File: config.mk
export PLATFORM = sky130hd
export DESIGN_NAME = rftx_regs
export DESIGN_NICKNAME = d
export VERILOG_FILES = /design/src/design/rftx_pkg.sv /design/src/design/rftx_regs.sv /design/src/design/rftx_driver_lane.sv
export SDC_FILE = /design/constraint.sdc
export NUM_CORES = 1
export LEC_CHECK = 0
export BUFFER_PORTS_ARGS = -buffer_cell sky130_fd_sc_hd__buf_4
export CAP_MARGIN = 20
export CELL_PAD_IN_SITES_DETAIL_PLACEMENT = 1
export CELL_PAD_IN_SITES_GLOBAL_PLACEMENT = 1
export CORE_MARGIN = 5
export CORE_UTILIZATION = 23
export DETAILED_ROUTE_END_ITERATION = 8
export PLACE_DENSITY = 0.64
export SLEW_MARGIN = 10
export SYNTH_ARGS = -nofsm -noshare
export SYNTH_HDL_FRONTEND = slang
export SYNTH_HIERARCHICAL = 1
export SYNTH_SLANG_ARGS = --single-unit
File: constraint.sdc
create_clock -name i_clk -period 2.4 [get_ports i_clk]
set_input_delay 0.36 -clock i_clk [delete_from_list [all_inputs] [get_ports i_clk]]
set_output_delay 0.36 -clock i_clk [all_outputs]
set_load 0.005 [all_outputs]
File: src/design/rftx_pkg.sv
// Package of register offsets, field layouts and reset values for the reader framing registers
package rftx_pkg;
   // Register byte offsets on the parallel host port
   localparam logic [7:0] RFTX_ADDR_TIMER_COUNT = 8'h0c;
   localparam logic [7:0] RFTX_ADDR_CRC_LOW = 8'h0d;
   localparam logic [7:0] RFTX_ADDR_CRC_HIGH = 8'h0e;
   localparam logic [7:0] RFTX_ADDR_BIT_FRAME = 8'h0f;
   localparam logic [7:0] RFTX_ADDR_DRV_CTRL = 8'h11;
   localparam logic [7:0] RFTX_ADDR_CW_COND = 8'h12;
   localparam logic [7:0] RFTX_ADDR_MOD_COND = 8'h13;
   // Reset values
   localparam logic [7:0] RFTX_RST_BIT_FRAME = 8'h00;
   localparam logic [7:0] RFTX_RST_DRV_CTRL = 8'h48;
   localparam logic [7:0] RFTX_RST_CW_COND = 8'h3f;
   localparam logic [7:0] RFTX_RST_MOD_COND = 8'h05;
   // Field positions
   localparam int RFTX_RX_OFS_LSB = 4;
   localparam int RFTX_LAST_BITS_LSB = 0;
   localparam int RFTX_SRC_LSB = 5;
   localparam int RFTX_FORCE_BIT = 4;
   localparam int RFTX_B_INV_BIT = 3;
   localparam int RFTX_B_CW_BIT = 2;
   localparam int RFTX_B_EN_BIT = 1;
   localparam int RFTX_A_EN_BIT = 0;
   // Field masks of defined bits; the conductance registers also store bits 7:6
   localparam logic [7:0] RFTX_MASK_BIT_FRAME = 8'h77;
   localparam logic [7:0] RFTX_MASK_DRV_CTRL = 8'h7f;
   localparam logic [7:0] RFTX_MASK_COND = 8'h3f;
   // Modulator source encodings
   localparam logic [1:0] RFTX_SRC_LOW = 2'h0;
   localparam logic [1:0] RFTX_SRC_HIGH = 2'h1;
   localparam logic [1:0] RFTX_SRC_ENC = 2'h2;
   // Driver conductance for full-depth keying (driver off)
   localparam logic [5:0] RFTX_COND_OFF = 6'h00;
   // Read data for unmapped or undefined content
   localparam logic [7:0] RFTX_READ_NONE = 8'h00;
endpackage

File: src/design/rftx_regs.sv
// Host register bank for timer, CRC result, bit framing and antenna driver control
`timescale 1ns/100ps
`default_nettype none
module rftx_regs (
   // Clock, reset, clock enable
   input wire logic i_clk,
   input wire logic i_rstn,
   input wire logic i_ce,
   // Parallel host port
   input wire logic [7:0] i_addr,
   input wire logic i_wr,
   input wire logic i_rd,
   input wire logic [7:0] i_wdata,
   output logic [7:0] o_rdata,
   // Core status inputs
   input wire logic [7:0] i_timer_count_value,
   input wire logic [7:0] i_crc_low_byte,
   input wire logic [7:0] i_crc_high_byte,
   input wire logic i_crc_done_flag,
   input wire logic i_crc_8bit,
   input wire logic i_rx_done,
   input wire logic i_tx_done,
   input wire logic i_encoder_data,
   input wire logic i_carrier,
   // Framing controls to receiver and transmitter
   output logic [2:0] o_receive_bit_offset,
   output logic [2:0] o_final_byte_bit_count,
   // Antenna drivers
   output logic o_modulator_input,
   output logic o_antenna_driver_a,
   output logic [5:0] o_cond_a,
   output logic o_antenna_driver_b,
   output logic [5:0] o_cond_b
);
   import rftx_pkg::*;

   typedef struct packed {
      logic [7:0] rdata;
      logic [2:0] rx_ofs;
      logic [2:0] last_bits;
      logic [1:0] src;
      logic force_full;
      logic b_inv;
      logic b_cw;
      logic b_en;
      logic a_en;
      logic [7:0] cw_cond;
      logic [7:0] mod_cond;
      logic mod_in;
   } rftx_state_t;

   rftx_state_t st;
   rftx_state_t next_st;
   logic [7:0] bf_reset;
   logic [7:0] dc_reset;
   logic [5:0] eff_mod_cond;

   assign bf_reset = RFTX_RST_BIT_FRAME;
   assign dc_reset = RFTX_RST_DRV_CTRL;

   ////////////////////////////////////////////////////////////////////////////
   // Register writes, auto clears and read mux
   always_comb begin
      next_st = st;
      // Completion clears; a host write in the same cycle is overridden
      if (i_rx_done) begin
         next_st.rx_ofs = 3'h0;
      end
      if (i_tx_done) begin
         next_st.last_bits = 3'h0;
      end
      if (i_wr) begin
         case (i_addr)
            RFTX_ADDR_BIT_FRAME: begin
               if (!i_rx_done) begin
                  next_st.rx_ofs = i_wdata[RFTX_RX_OFS_LSB +: 3];
               end
               if (!i_tx_done) begin
                  next_st.last_bits = i_wdata[RFTX_LAST_BITS_LSB +: 3];
               end
            end
            RFTX_ADDR_DRV_CTRL: begin
               // Bit 7 is not stored; host keeps it zero
               next_st.src = i_wdata[RFTX_SRC_LSB +: 2];
               next_st.force_full = i_wdata[RFTX_FORCE_BIT];
               next_st.b_inv = i_wdata[RFTX_B_INV_BIT];
               next_st.b_cw = i_wdata[RFTX_B_CW_BIT];
               next_st.b_en = i_wdata[RFTX_B_EN_BIT];
               next_st.a_en = i_wdata[RFTX_A_EN_BIT];
            end
            RFTX_ADDR_CW_COND: begin
               next_st.cw_cond = i_wdata;  // Upper bits kept as written
            end
            RFTX_ADDR_MOD_COND: begin
               next_st.mod_cond = i_wdata;
            end
            default: begin
            end
         endcase
      end
      // Read data registered: valid one cycle after the read strobe
      next_st.rdata = RFTX_READ_NONE;
      if (i_rd) begin
         case (i_addr)
            RFTX_ADDR_TIMER_COUNT: next_st.rdata = i_timer_count_value;
            RFTX_ADDR_CRC_LOW: begin
               if (i_crc_done_flag) begin
                  next_st.rdata = i_crc_low_byte;
               end
            end
            RFTX_ADDR_CRC_HIGH: begin
               if (i_crc_done_flag && !i_crc_8bit) begin
                  next_st.rdata = i_crc_high_byte;
               end
            end
            RFTX_ADDR_BIT_FRAME: begin
               next_st.rdata = {1'b0, st.rx_ofs, 1'b0, st.last_bits} & RFTX_MASK_BIT_FRAME;
            end
            RFTX_ADDR_DRV_CTRL: begin
               next_st.rdata = {1'b0, st.src, st.force_full, st.b_inv, st.b_cw, st.b_en,
                                st.a_en} & RFTX_MASK_DRV_CTRL;
            end
            RFTX_ADDR_CW_COND: next_st.rdata = st.cw_cond;
            RFTX_ADDR_MOD_COND: next_st.rdata = st.mod_cond;
            default: next_st.rdata = RFTX_READ_NONE;
         endcase
      end
      // Modulator input source; reserved code holds low as the safe choice
      case (st.src)
         RFTX_SRC_LOW: next_st.mod_in = 1'b0;
         RFTX_SRC_HIGH: next_st.mod_in = 1'b1;
         RFTX_SRC_ENC: next_st.mod_in = i_encoder_data;
         default: next_st.mod_in = 1'b0;
      endcase
   end

   ////////////////////////////////////////////////////////////////////////////
   // State register
   always_ff @(posedge i_clk) begin
      if (!i_rstn) begin
         st <= '0;
         st.rx_ofs <= bf_reset[RFTX_RX_OFS_LSB +: 3];
         st.last_bits <= bf_reset[RFTX_LAST_BITS_LSB +: 3];
         st.src <= dc_reset[RFTX_SRC_LSB +: 2];
         st.force_full <= dc_reset[RFTX_FORCE_BIT];
         st.b_inv <= dc_reset[RFTX_B_INV_BIT];
         st.b_cw <= dc_reset[RFTX_B_CW_BIT];
         st.b_en <= dc_reset[RFTX_B_EN_BIT];
         st.a_en <= dc_reset[RFTX_A_EN_BIT];
         st.cw_cond <= RFTX_RST_CW_COND;
         st.mod_cond <= RFTX_RST_MOD_COND;
      end else if (i_ce) begin
         st <= next_st;
      end
   end

   ////////////////////////////////////////////////////////////////////////////
   // Driver lanes; forced full depth switches the keyed driver fully off
   assign eff_mod_cond = st.force_full ? RFTX_COND_OFF : st.mod_cond[5:0];

   // Driver A keys whenever the modulator input is high, enabled or not; it has no plain-carrier option
   rftx_driver_lane u_lane_a (
      .i_clk(i_clk),
      .i_rstn(i_rstn),
      .i_ce(i_ce),
      .i_rf_enable(st.a_en),
      .i_plain_carrier(1'b0),
      .i_invert(1'b0),
      .i_mod_active(st.mod_in),
      .i_carrier(i_carrier),
      .i_cw_cond(st.cw_cond[5:0]),
      .i_mod_cond(eff_mod_cond),
      .o_drive(o_antenna_driver_a),
      .o_cond(o_cond_a)
   );

   // Driver B adds inversion and plain-carrier choice
   rftx_driver_lane u_lane_b (
      .i_clk(i_clk),
      .i_rstn(i_rstn),
      .i_ce(i_ce),
      .i_rf_enable(st.b_en),
      .i_plain_carrier(st.b_cw),
      .i_invert(st.b_inv),
      .i_mod_active(st.mod_in),
      .i_carrier(i_carrier),
      .i_cw_cond(st.cw_cond[5:0]),
      .i_mod_cond(eff_mod_cond),
      .o_drive(o_antenna_driver_b),
      .o_cond(o_cond_b)
   );

   // Outputs straight from the state register
   assign o_rdata = st.rdata;
   assign o_receive_bit_offset = st.rx_ofs;
   assign o_final_byte_bit_count = st.last_bits;
   assign o_modulator_input = st.mod_in;

   ////////////////////////////////////////////////////////////////////////////
   // Checks, grouped by the field or output that they guard
   // Each one but cw_reset_a looks one edge after its cause, as the outputs are registered

   // Read path: live status bytes and CRC gating
   timer_read_a: assert property (@(posedge i_clk) disable iff (!i_rstn)
      (i_ce && i_rd && i_addr == RFTX_ADDR_TIMER_COUNT)
      |=> o_rdata == $past(i_timer_count_value))
      else $error("timer read mismatch");
   crc_low_read_a: assert property (@(posedge i_clk) disable iff (!i_rstn)
      (i_ce && i_rd && i_addr == RFTX_ADDR_CRC_LOW && i_crc_done_flag)
      |=> o_rdata == $past(i_crc_low_byte))
      else $error("crc low read mismatch");
   crc_high_read_a: assert property (@(posedge i_clk) disable iff (!i_rstn)
      (i_ce && i_rd && i_addr == RFTX_ADDR_CRC_HIGH && i_crc_done_flag && !i_crc_8bit)
      |=> o_rdata == $past(i_crc_high_byte))
      else $error("crc high read mismatch");
   crc_gate_a: assert property (@(posedge i_clk) disable iff (!i_rstn)
      (i_ce && i_rd && !i_crc_done_flag && (i_addr == RFTX_ADDR_CRC_LOW
       || i_addr == RFTX_ADDR_CRC_HIGH)) |=> o_rdata == RFTX_READ_NONE)
      else $error("crc read not gated");
   crc_high_8bit_a: assert property (@(posedge i_clk) disable iff (!i_rstn)
      (i_ce && i_rd && i_addr == RFTX_ADDR_CRC_HIGH && i_crc_8bit)
      |=> o_rdata == RFTX_READ_NONE)
      else $error("crc high byte shown for short crc");

   // Framing fields: host writes, completion clears and the frozen enable
   // A completion in the same cycle as a write must win, so writes exclude it
   rx_offset_write_a: assert property (@(posedge i_clk) disable iff (!i_rstn)
      (i_ce && i_wr && i_addr == RFTX_ADDR_BIT_FRAME && !i_rx_done)
      |=> o_receive_bit_offset == $past(i_wdata[RFTX_RX_OFS_LSB +: 3]))
      else $error("rx offset not written");
   tx_bits_write_a: assert property (@(posedge i_clk) disable iff (!i_rstn)
      (i_ce && i_wr && i_addr == RFTX_ADDR_BIT_FRAME && !i_tx_done)
      |=> o_final_byte_bit_count == $past(i_wdata[RFTX_LAST_BITS_LSB +: 3]))
      else $error("last bits not written");
   rx_clear_a: assert property (@(posedge i_clk) disable iff (!i_rstn)
      (i_ce && i_rx_done) |=> o_receive_bit_offset == 3'h0)
      else $error("rx offset not cleared");
   tx_clear_a: assert property (@(posedge i_clk) disable iff (!i_rstn)
      (i_ce && i_tx_done) |=> o_final_byte_bit_count == 3'h0)
      else $error("last bits not cleared");
   state_freeze_a: assert property (@(posedge i_clk) disable iff (!i_rstn)
      !i_ce |=> $stable(o_rdata) && $stable(o_receive_bit_offset)
       && $stable(o_final_byte_bit_count) && $stable(o_modulator_input)
       && $stable(o_cond_a) && $stable(o_cond_b))
      else $error("state moved with clock enable low");

   // Control and conductance registers: writes, and the conductance reset values
   drv_ctrl_write_a: assert property (@(posedge i_clk) disable iff (!i_rstn)
      (i_ce && i_wr && i_addr == RFTX_ADDR_DRV_CTRL)
      |=> st.src == $past(i_wdata[RFTX_SRC_LSB +: 2])
       && st.force_full == $past(i_wdata[RFTX_FORCE_BIT]))
      else $error("driver control not written");
   cw_write_a: assert property (@(posedge i_clk) disable iff (!i_rstn)
      (i_ce && i_wr && i_addr == RFTX_ADDR_CW_COND) |=> st.cw_cond == $past(i_wdata))
      else $error("carrier conductance not written");
   mod_write_a: assert property (@(posedge i_clk) disable iff (!i_rstn)
      (i_ce && i_wr && i_addr == RFTX_ADDR_MOD_COND) |=> st.mod_cond == $past(i_wdata))
      else $error("keyed conductance not written");
   cw_reset_a: assert property (@(posedge i_clk)
      $rose(i_rstn)
      |-> st.cw_cond == RFTX_RST_CW_COND && st.mod_cond == RFTX_RST_MOD_COND)
      else $error("conductance reset wrong");

   // Modulator source: every code, the reserved one included
   mod_source_a: assert property (@(posedge i_clk) disable iff (!i_rstn)
      (i_ce && st.src == RFTX_SRC_HIGH) |=> o_modulator_input)
      else $error("modulator not high");
   mod_low_a: assert property (@(posedge i_clk) disable iff (!i_rstn)
      (i_ce && st.src == RFTX_SRC_LOW) |=> !o_modulator_input)
      else $error("modulator not low");
   mod_encoder_a: assert property (@(posedge i_clk) disable iff (!i_rstn)
      (i_ce && st.src == RFTX_SRC_ENC) |=> o_modulator_input == $past(i_encoder_data))
      else $error("modulator not following encoder");
   mod_reserved_a: assert property (@(posedge i_clk) disable iff (!i_rstn)
      (i_ce && st.src != RFTX_SRC_LOW && st.src != RFTX_SRC_HIGH && st.src != RFTX_SRC_ENC)
      |=> !o_modulator_input)
      else $error("reserved source not low");

   // Driver levels: enable, constant level and inversion
   a_enable_a: assert property (@(posedge i_clk) disable iff (!i_rstn)
      (i_ce && st.a_en) |=> o_antenna_driver_a == $past(i_carrier))
      else $error("driver a not carrier");
   a_disable_a: assert property (@(posedge i_clk) disable iff (!i_rstn)
      (i_ce && !st.a_en) |=> !o_antenna_driver_a)
      else $error("driver a not constant");
   b_disable_a: assert property (@(posedge i_clk) disable iff (!i_rstn)
      (i_ce && !st.b_en) |=> !o_antenna_driver_b)
      else $error("driver b not constant");
   b_enable_a: assert property (@(posedge i_clk) disable iff (!i_rstn)
      (i_ce && st.b_en && !st.b_inv) |=> o_antenna_driver_b == $past(i_carrier))
      else $error("driver b not carrier");
   b_invert_a: assert property (@(posedge i_clk) disable iff (!i_rstn)
      (i_ce && st.b_en && st.b_inv) |=> o_antenna_driver_b == !$past(i_carrier))
      else $error("driver b not inverted");

   // Conductance per lane: carrier level, keyed level and forced full depth
   // Full depth is checked apart, as it overrides the keyed register
   force_depth_a: assert property (@(posedge i_clk) disable iff (!i_rstn)
      (i_ce && st.force_full && st.mod_in && st.a_en) |=> o_cond_a == RFTX_COND_OFF)
      else $error("full depth not forced");
   b_force_depth_a: assert property (@(posedge i_clk) disable iff (!i_rstn)
      (i_ce && st.force_full && st.mod_in && !st.b_cw)
      |=> o_cond_b == RFTX_COND_OFF)
      else $error("full depth not forced on b");
   a_keyed_cond_a: assert property (@(posedge i_clk) disable iff (!i_rstn)
      (i_ce && st.mod_in && !st.force_full)
      |=> o_cond_a == $past(st.mod_cond[5:0]))
      else $error("driver a keyed conductance wrong");
   a_cw_cond_a: assert property (@(posedge i_clk) disable iff (!i_rstn)
      (i_ce && !st.mod_in) |=> o_cond_a == $past(st.cw_cond[5:0]))
      else $error("driver a carrier conductance wrong");
   b_plain_a: assert property (@(posedge i_clk) disable iff (!i_rstn)
      (i_ce && st.b_cw) |=> o_cond_b == $past(st.cw_cond[5:0]))
      else $error("driver b keyed in plain mode");
   b_cw_cond_a: assert property (@(posedge i_clk) disable iff (!i_rstn)
      (i_ce && !st.mod_in) |=> o_cond_b == $past(st.cw_cond[5:0]))
      else $error("driver b carrier conductance wrong");
   b_keyed_cond_a: assert property (@(posedge i_clk) disable iff (!i_rstn)
      (i_ce && st.mod_in && !st.b_cw && !st.force_full)
      |=> o_cond_b == $past(st.mod_cond[5:0]))
      else $error("driver b keyed conductance wrong");
endmodule // rftx_regs
`default_nettype wire

File: src/design/rftx_driver_lane.sv
// One antenna driver lane: carrier gating, inversion and conductance choice
`timescale 1ns/100ps
`default_nettype none
module rftx_driver_lane (
   // Clock and reset
   input wire logic i_clk,
   input wire logic i_rstn,
   input wire logic i_ce,
   // Controls
   input wire logic i_rf_enable,
   input wire logic i_plain_carrier,
   input wire logic i_invert,
   input wire logic i_mod_active,
   input wire logic i_carrier,
   input wire logic [5:0] i_cw_cond,
   input wire logic [5:0] i_mod_cond,
   // Driver outputs
   output logic o_drive,
   output logic [5:0] o_cond
);
   import rftx_pkg::*;

   typedef struct packed {
      logic drive;
      logic [5:0] cond;
   } rftx_lane_t;

   rftx_lane_t st;
   rftx_lane_t next_st;
   logic keyed;

   // Keying applies only when modulation is allowed on this lane
   always_comb begin
      keyed = i_mod_active && !i_plain_carrier;
      next_st = st;
      if (!i_rf_enable) begin
         next_st.drive = 1'b0;  // Constant level when disabled
      end else begin
         next_st.drive = i_carrier ^ i_invert;
      end
      next_st.cond = keyed ? i_mod_cond : i_cw_cond;
   end

   // State register
   always_ff @(posedge i_clk) begin
      if (!i_rstn) begin
         st <= '0;
      end else if (i_ce) begin
         st <= next_st;
      end
   end

   assign o_drive = st.drive;
   assign o_cond = st.cond;
endmodule // rftx_driver_lane
`default_nettype wire

# Yosys cells after proc, flatten, opt, wreduce, memory -nomap -nowiden
# Cells that the tools add are included.
dict set report op_classes {
  n_eq_ne 9
  reduce_logical 7
  bitwise_logic 1
  muxes 19
}
# cell count
set ops {}
lappend ops {{$pmux 8 s7} 1}
lappend ops {{$mux 8} 5}
lappend ops {{$eq 8x4->1 const B} 4}
lappend ops {{$mux 29} 1}
lappend ops {{$eq 8x5->1 const B} 3}
lappend ops {{$mux 6} 4}
lappend ops {{$mux 3} 4}
lappend ops {{$reduce_and 3->1} 3}
lappend ops {{$mux 7} 1}
lappend ops {{$eq 2x1->1 const B} 1}
lappend ops {{$eq 2x2->1 const B} 1}
lappend ops {{$logic_and 1x1->1} 2}
lappend ops {{$logic_not 1->1} 2}
lappend ops {{$mux 1} 2}
lappend ops {{$pmux 1 s2} 1}
lappend ops {{$xor 1x1->1} 1}
dict set report totals {
  ff_bits 52
  word_cells 52
  output_inout_bits 29
  inputBits 51
}

# Depth between registers and ports, before layout
dict set report depth {
  word_depth 5
  depth_mapped 6
  depth_no_buf 6
}

# Hierarchy
# The synthesis kept the hierarchy.
# module seq_area_each_um2 n_inst cells_per_inst area_per_inst_um2
set modules_own_cells {}
lappend modules_own_cells {rftx_regs 760.7 1 238 2209.6}
lappend modules_own_cells {rftx_driver_lane 140.1 2 38 359.1}

# Worst setup path before layout
# Ideal clock, no wire load.
dict set report synth_path {
  kind {input to register}
  startpoint {input port i_addr[5]}
  endpoint {register st[1] (netlist bit)}
  n_path_buf 1
  t_arrival_ns 1.763
  setup_time_ns 0.129
  required_time_ns 2.271
  cell_stages 5
  slack_ns 0.508
  path_cell_list {or3_4 buf_6 nor4_4 mux2i_1 nand2_1}
}
dict set report synth_between {
  elab_chain_cells 2
}
# element line_no
set synth_lines {}
lappend synth_lines {{start: declaration} rftx_regs.sv:10} ;# input wire logic [7:0] i_addr,
lappend synth_lines {{$eq 8x5->1} rftx_regs.sv:73} ;# case (i_addr)
lappend synth_lines {{$reduce_and 3->1 (no line)} --}
lappend synth_lines {{end signal: assignment} rftx_regs.sv:153} ;# st <= next_st;
lappend synth_lines {{end: declaration} rftx_regs.sv:52} ;# rftx_state_t st;
# No other way between the ends.
# A chain may end at the register's enable or synchronous reset.

# Worst setup path after layout
dict set report layout_path {
  startpoint {input port i_addr[5]}
  endpoint {register st[3] (netlist bit)}
}
# Same word-level chain as after synthesis.

==> summary.md <==
| Metric | Value |
|---|---|
| Fraction of synthesized area in multiplexers | `8.29%` |
| Clk_lat worst skew | `~0.30 ns` |
| Drc violations | `0` |
| Clk_skew | `0.00858 ns` |
| First-pass GRT wire length | `15,200 um` |
| Floorplan Core Area | `0.0126 mm2` |
| Post-cts resize count | `0` |
| Pwr dens | `500 mW/mm2` |
| GRT Util Overall | `13.0%` |
| Setup-failing EPs final | `0` |
| RSZ-0062 raised after global routing | `no` |
| Die Ht | `123 um` |
| XOR/XNOR Fraction of Synth Area | `0.598%` |
| CTS max path bufs | `2` |
| Commonest non-fill, non-tap cell in the layout | `buf_4` |
| IO Pins | `80` |
| Drt pass-1 iters | `4` |
| Tcrit/Tclk final | `70.1%` |
| Leakage | `1.54 nW` |
| Clock sink count | `52` |
| Simple-Gate Fraction of Synth Area | `25.9%` |
| Non-Filler Instances | `554` |
| Largest family of logic cells by synthesized area | `simple AND/OR/NAND/NOR gates` |
| Setup CP Type | `in -> reg` |
| Crit-path max FO | `11` |
| Routed WL | `9580 um` |
| Max-cap violations | `0` |
| Post-CTS Setup Inserts | `0` |
| Via-per-instance ratio | `around 4.8` |
| Async set-or-reset flop fraction in the synthesized netlist | `0%` |
| Mapped cell area | `0.00293 mm2` |
| Via Count | `2,635` |
| VDD IR max | `~0.26 mV` |
| Worst Path Required | `2.57 ns` |
| Die area | `0.0151 mm2` |
| Initial Utilization | `between 20% and 30%` |
| Setup WS post-layout | `a little over 0.7 ns` |
| Post-placement cell count | `546` |
| Hold Crit Class | `in -> reg` |
| Root Buffer | `clkbuf_16` |
| CTS tree | `yes` |
| Crit path time final | `1.68 ns` |
| Share of cells above drive strength 1 | `27.0%` |
| Most frequent cells in the layout | `buf_4 (87), dfxtp_1 (52), nand2_1 (27)` |
| Diodes inserted | `0` |
| Fmax | `about 0.59 GHz` |
| Final count of hold timing violations | `0` |
| Cells after Synth | `314` |
| H-tree Lvls | `2` |
| Hold_buf cts | `0` |
| Data arrival, critical path | `1.85 ns` |
| GR Overflow Total | `0` |
| WL/cell | `17.3 um` |
| Number of synthesized flops with an enable pin | `0` |
| RePlAce Congestion | `between 0.8 and 0.9` |
| Syn. warnings | `6` |
| Area Overhead vs Synth | `28.5%` |
| Post-synthesis compound-gate area fraction | `19.5%` |
| Startpoint type of the worst setup path | `input port` |
| Syn Area/Cell | `9.32 um2` |
| Die Wd | `123 um` |
| Post-DP HPWL | `7530 um` |
| Final setup TNS | `0 ns` |
| Initial antenna violation count | `0` |
| Nets | `between 400 and 500` |
| Total CTS buffers | `5` |
| Drt first-iter violations | `around 150` |
| Status | `finished, final reports clean` |
| Seq/Total Area, Yosys | `35.6%` |
| Hold Slack | `roughly 0.33 ns` |
| Adder-cell share of the synthesized area | `0.855%` |
| Largest net degree at the start of global routing | `48` |
| CP Capture Type | `flip-flop` |
| Number of global-route vias before repair | `between 2,000 and 3,000` |
| Fill count | `1,474` |
| Fin. max-slew vios | `0` |
| Total chip power | `0.00188 W` |
| Count of cell types in the netlist | `46` |
| # port buffers | `79` |
| Worst slew margin | `59.6%` |
| Clock transition at path regs | `0.07 ns` |
| Synthesized flop and latch total | `52` |
| Antenna viol nets, final | `0` |
| Top FF cell, synth | `dfxtp_1` |
| Setup slack at placement | `0.419 ns` |
| Slew @ Worst Pin | `0.604 ns` |
| # rows | `41` |
-- power breakdown --
group / total [W] / switching (W) / internal, W
clock: 0.000745 / 0.000348 / 0.000397
sequential: 0.000892 / 0.0000128 / 0.000879
combinational: 0.000245 / 0.000121 / 0.000124
-- worst max-delay path, cell delays in order --
cell,delay (ns)
buf_4,0.11
or3_4,0.48
nor4_4,0.39
buf_4,0.24
mux2i_1,0.20
nand2_1,0.07
-- final cells by class --
class                   instances  area (um2)  share of cell area, %
multi-input cells             220        1640                   43.7
flip-flops and latches         52        1040                   27.7
repair buffers                 87         653                   17.4
well taps                     172         215                   5.72
clock buffers                   5         125                   3.33
inverters                      15        56.3                   1.50
clock inverters                 3        26.3                  0.699
-- cell families after synthesis --
| family | count (synthesis) |
|---|---|
| muxes | 24 |
| buffers and inverters | 49 |
| xor gates and xnor gates | 2 |
| other | 1 |
| adders and majority gates | 2 |
| and+or+nand+nor | 108 |
| AOI/OAI and AO/OA | 76 |
| DFF | 52 |
-- layer usage --
metal  GRT usage [%]  part of all wire [%]
met5               0                     0
met4            3.08                   1.2
met3            2.95                   5.2
met2            22.1                    50
met1            16.8                    44
-- sequential cells by signal, summed over array words and instances, names as in the netlist, 3 cells and up --
name and count:
o_final_byte_bit_count 3, o_receive_bit_offset 3, u_lane_b/o_cond 6, st 23, o_rdata 8, u_lane_a/o_cond 6
-- worst paths after layout --
| path | startpoint | end | slack (ns) | cells after the start |
|---|---|---|---|---|
| max | i_addr[5] | st[3] | 0.72 | 6 |
| min | i_wdata[3] | st[20] | 0.33 | 3 |
| max reg2reg | o_modulator_input | u_lane_b/o_cond[1] | 1.05 | 2 |
| min reg2reg | o_rdata[4] | o_rdata[4] | 0.49 | 1 |
-- synthesized netlist by cell type (2+ instances only) --
master    number  area [um2]
nand2b_1       4        25.0
o211ai_1       2        15.0
buf_2          2        10.0
o21a_1         2        15.0
o221ai_1       6        52.6
mux2_2         2        22.5
a211o_1        6        52.6
buf_6          4        45.0
inv_1         15        56.3
a311oi_1      12         105
xnor2_1        2        17.5
a22oi_1        6        45.0
and4bb_1       4        50.1
o21ai_0       16        80.1
nand3b_1      16         120
a22o_1         7        61.3
nor4_4         3        63.8
nor2b_1       22         138
dfxtp_1       52        1040
and3_1         2        12.5
nand3_1        4        20.0
nor2_1         3        11.3
and4b_1        7        70.1
clkbuf_1      13        48.8
nand2_1       27         101
mux2i_1       22         220
a221oi_1       7        61.3
nor4bb_1       9        90.1
ha_1           2        25.0
buf_4         14         105
o22ai_1        6        37.5
-- through the flow --
step                      cell area (um2)  util, %
final                                3760     29.9
after global routing                 3760     29.9
after CTS                            3760     29.9
after detailed placement             3610     28.7
after global placement               3610     28.7
after floorplan                      2950        -
Note: power is estimated with default switching activity, not from simulation.
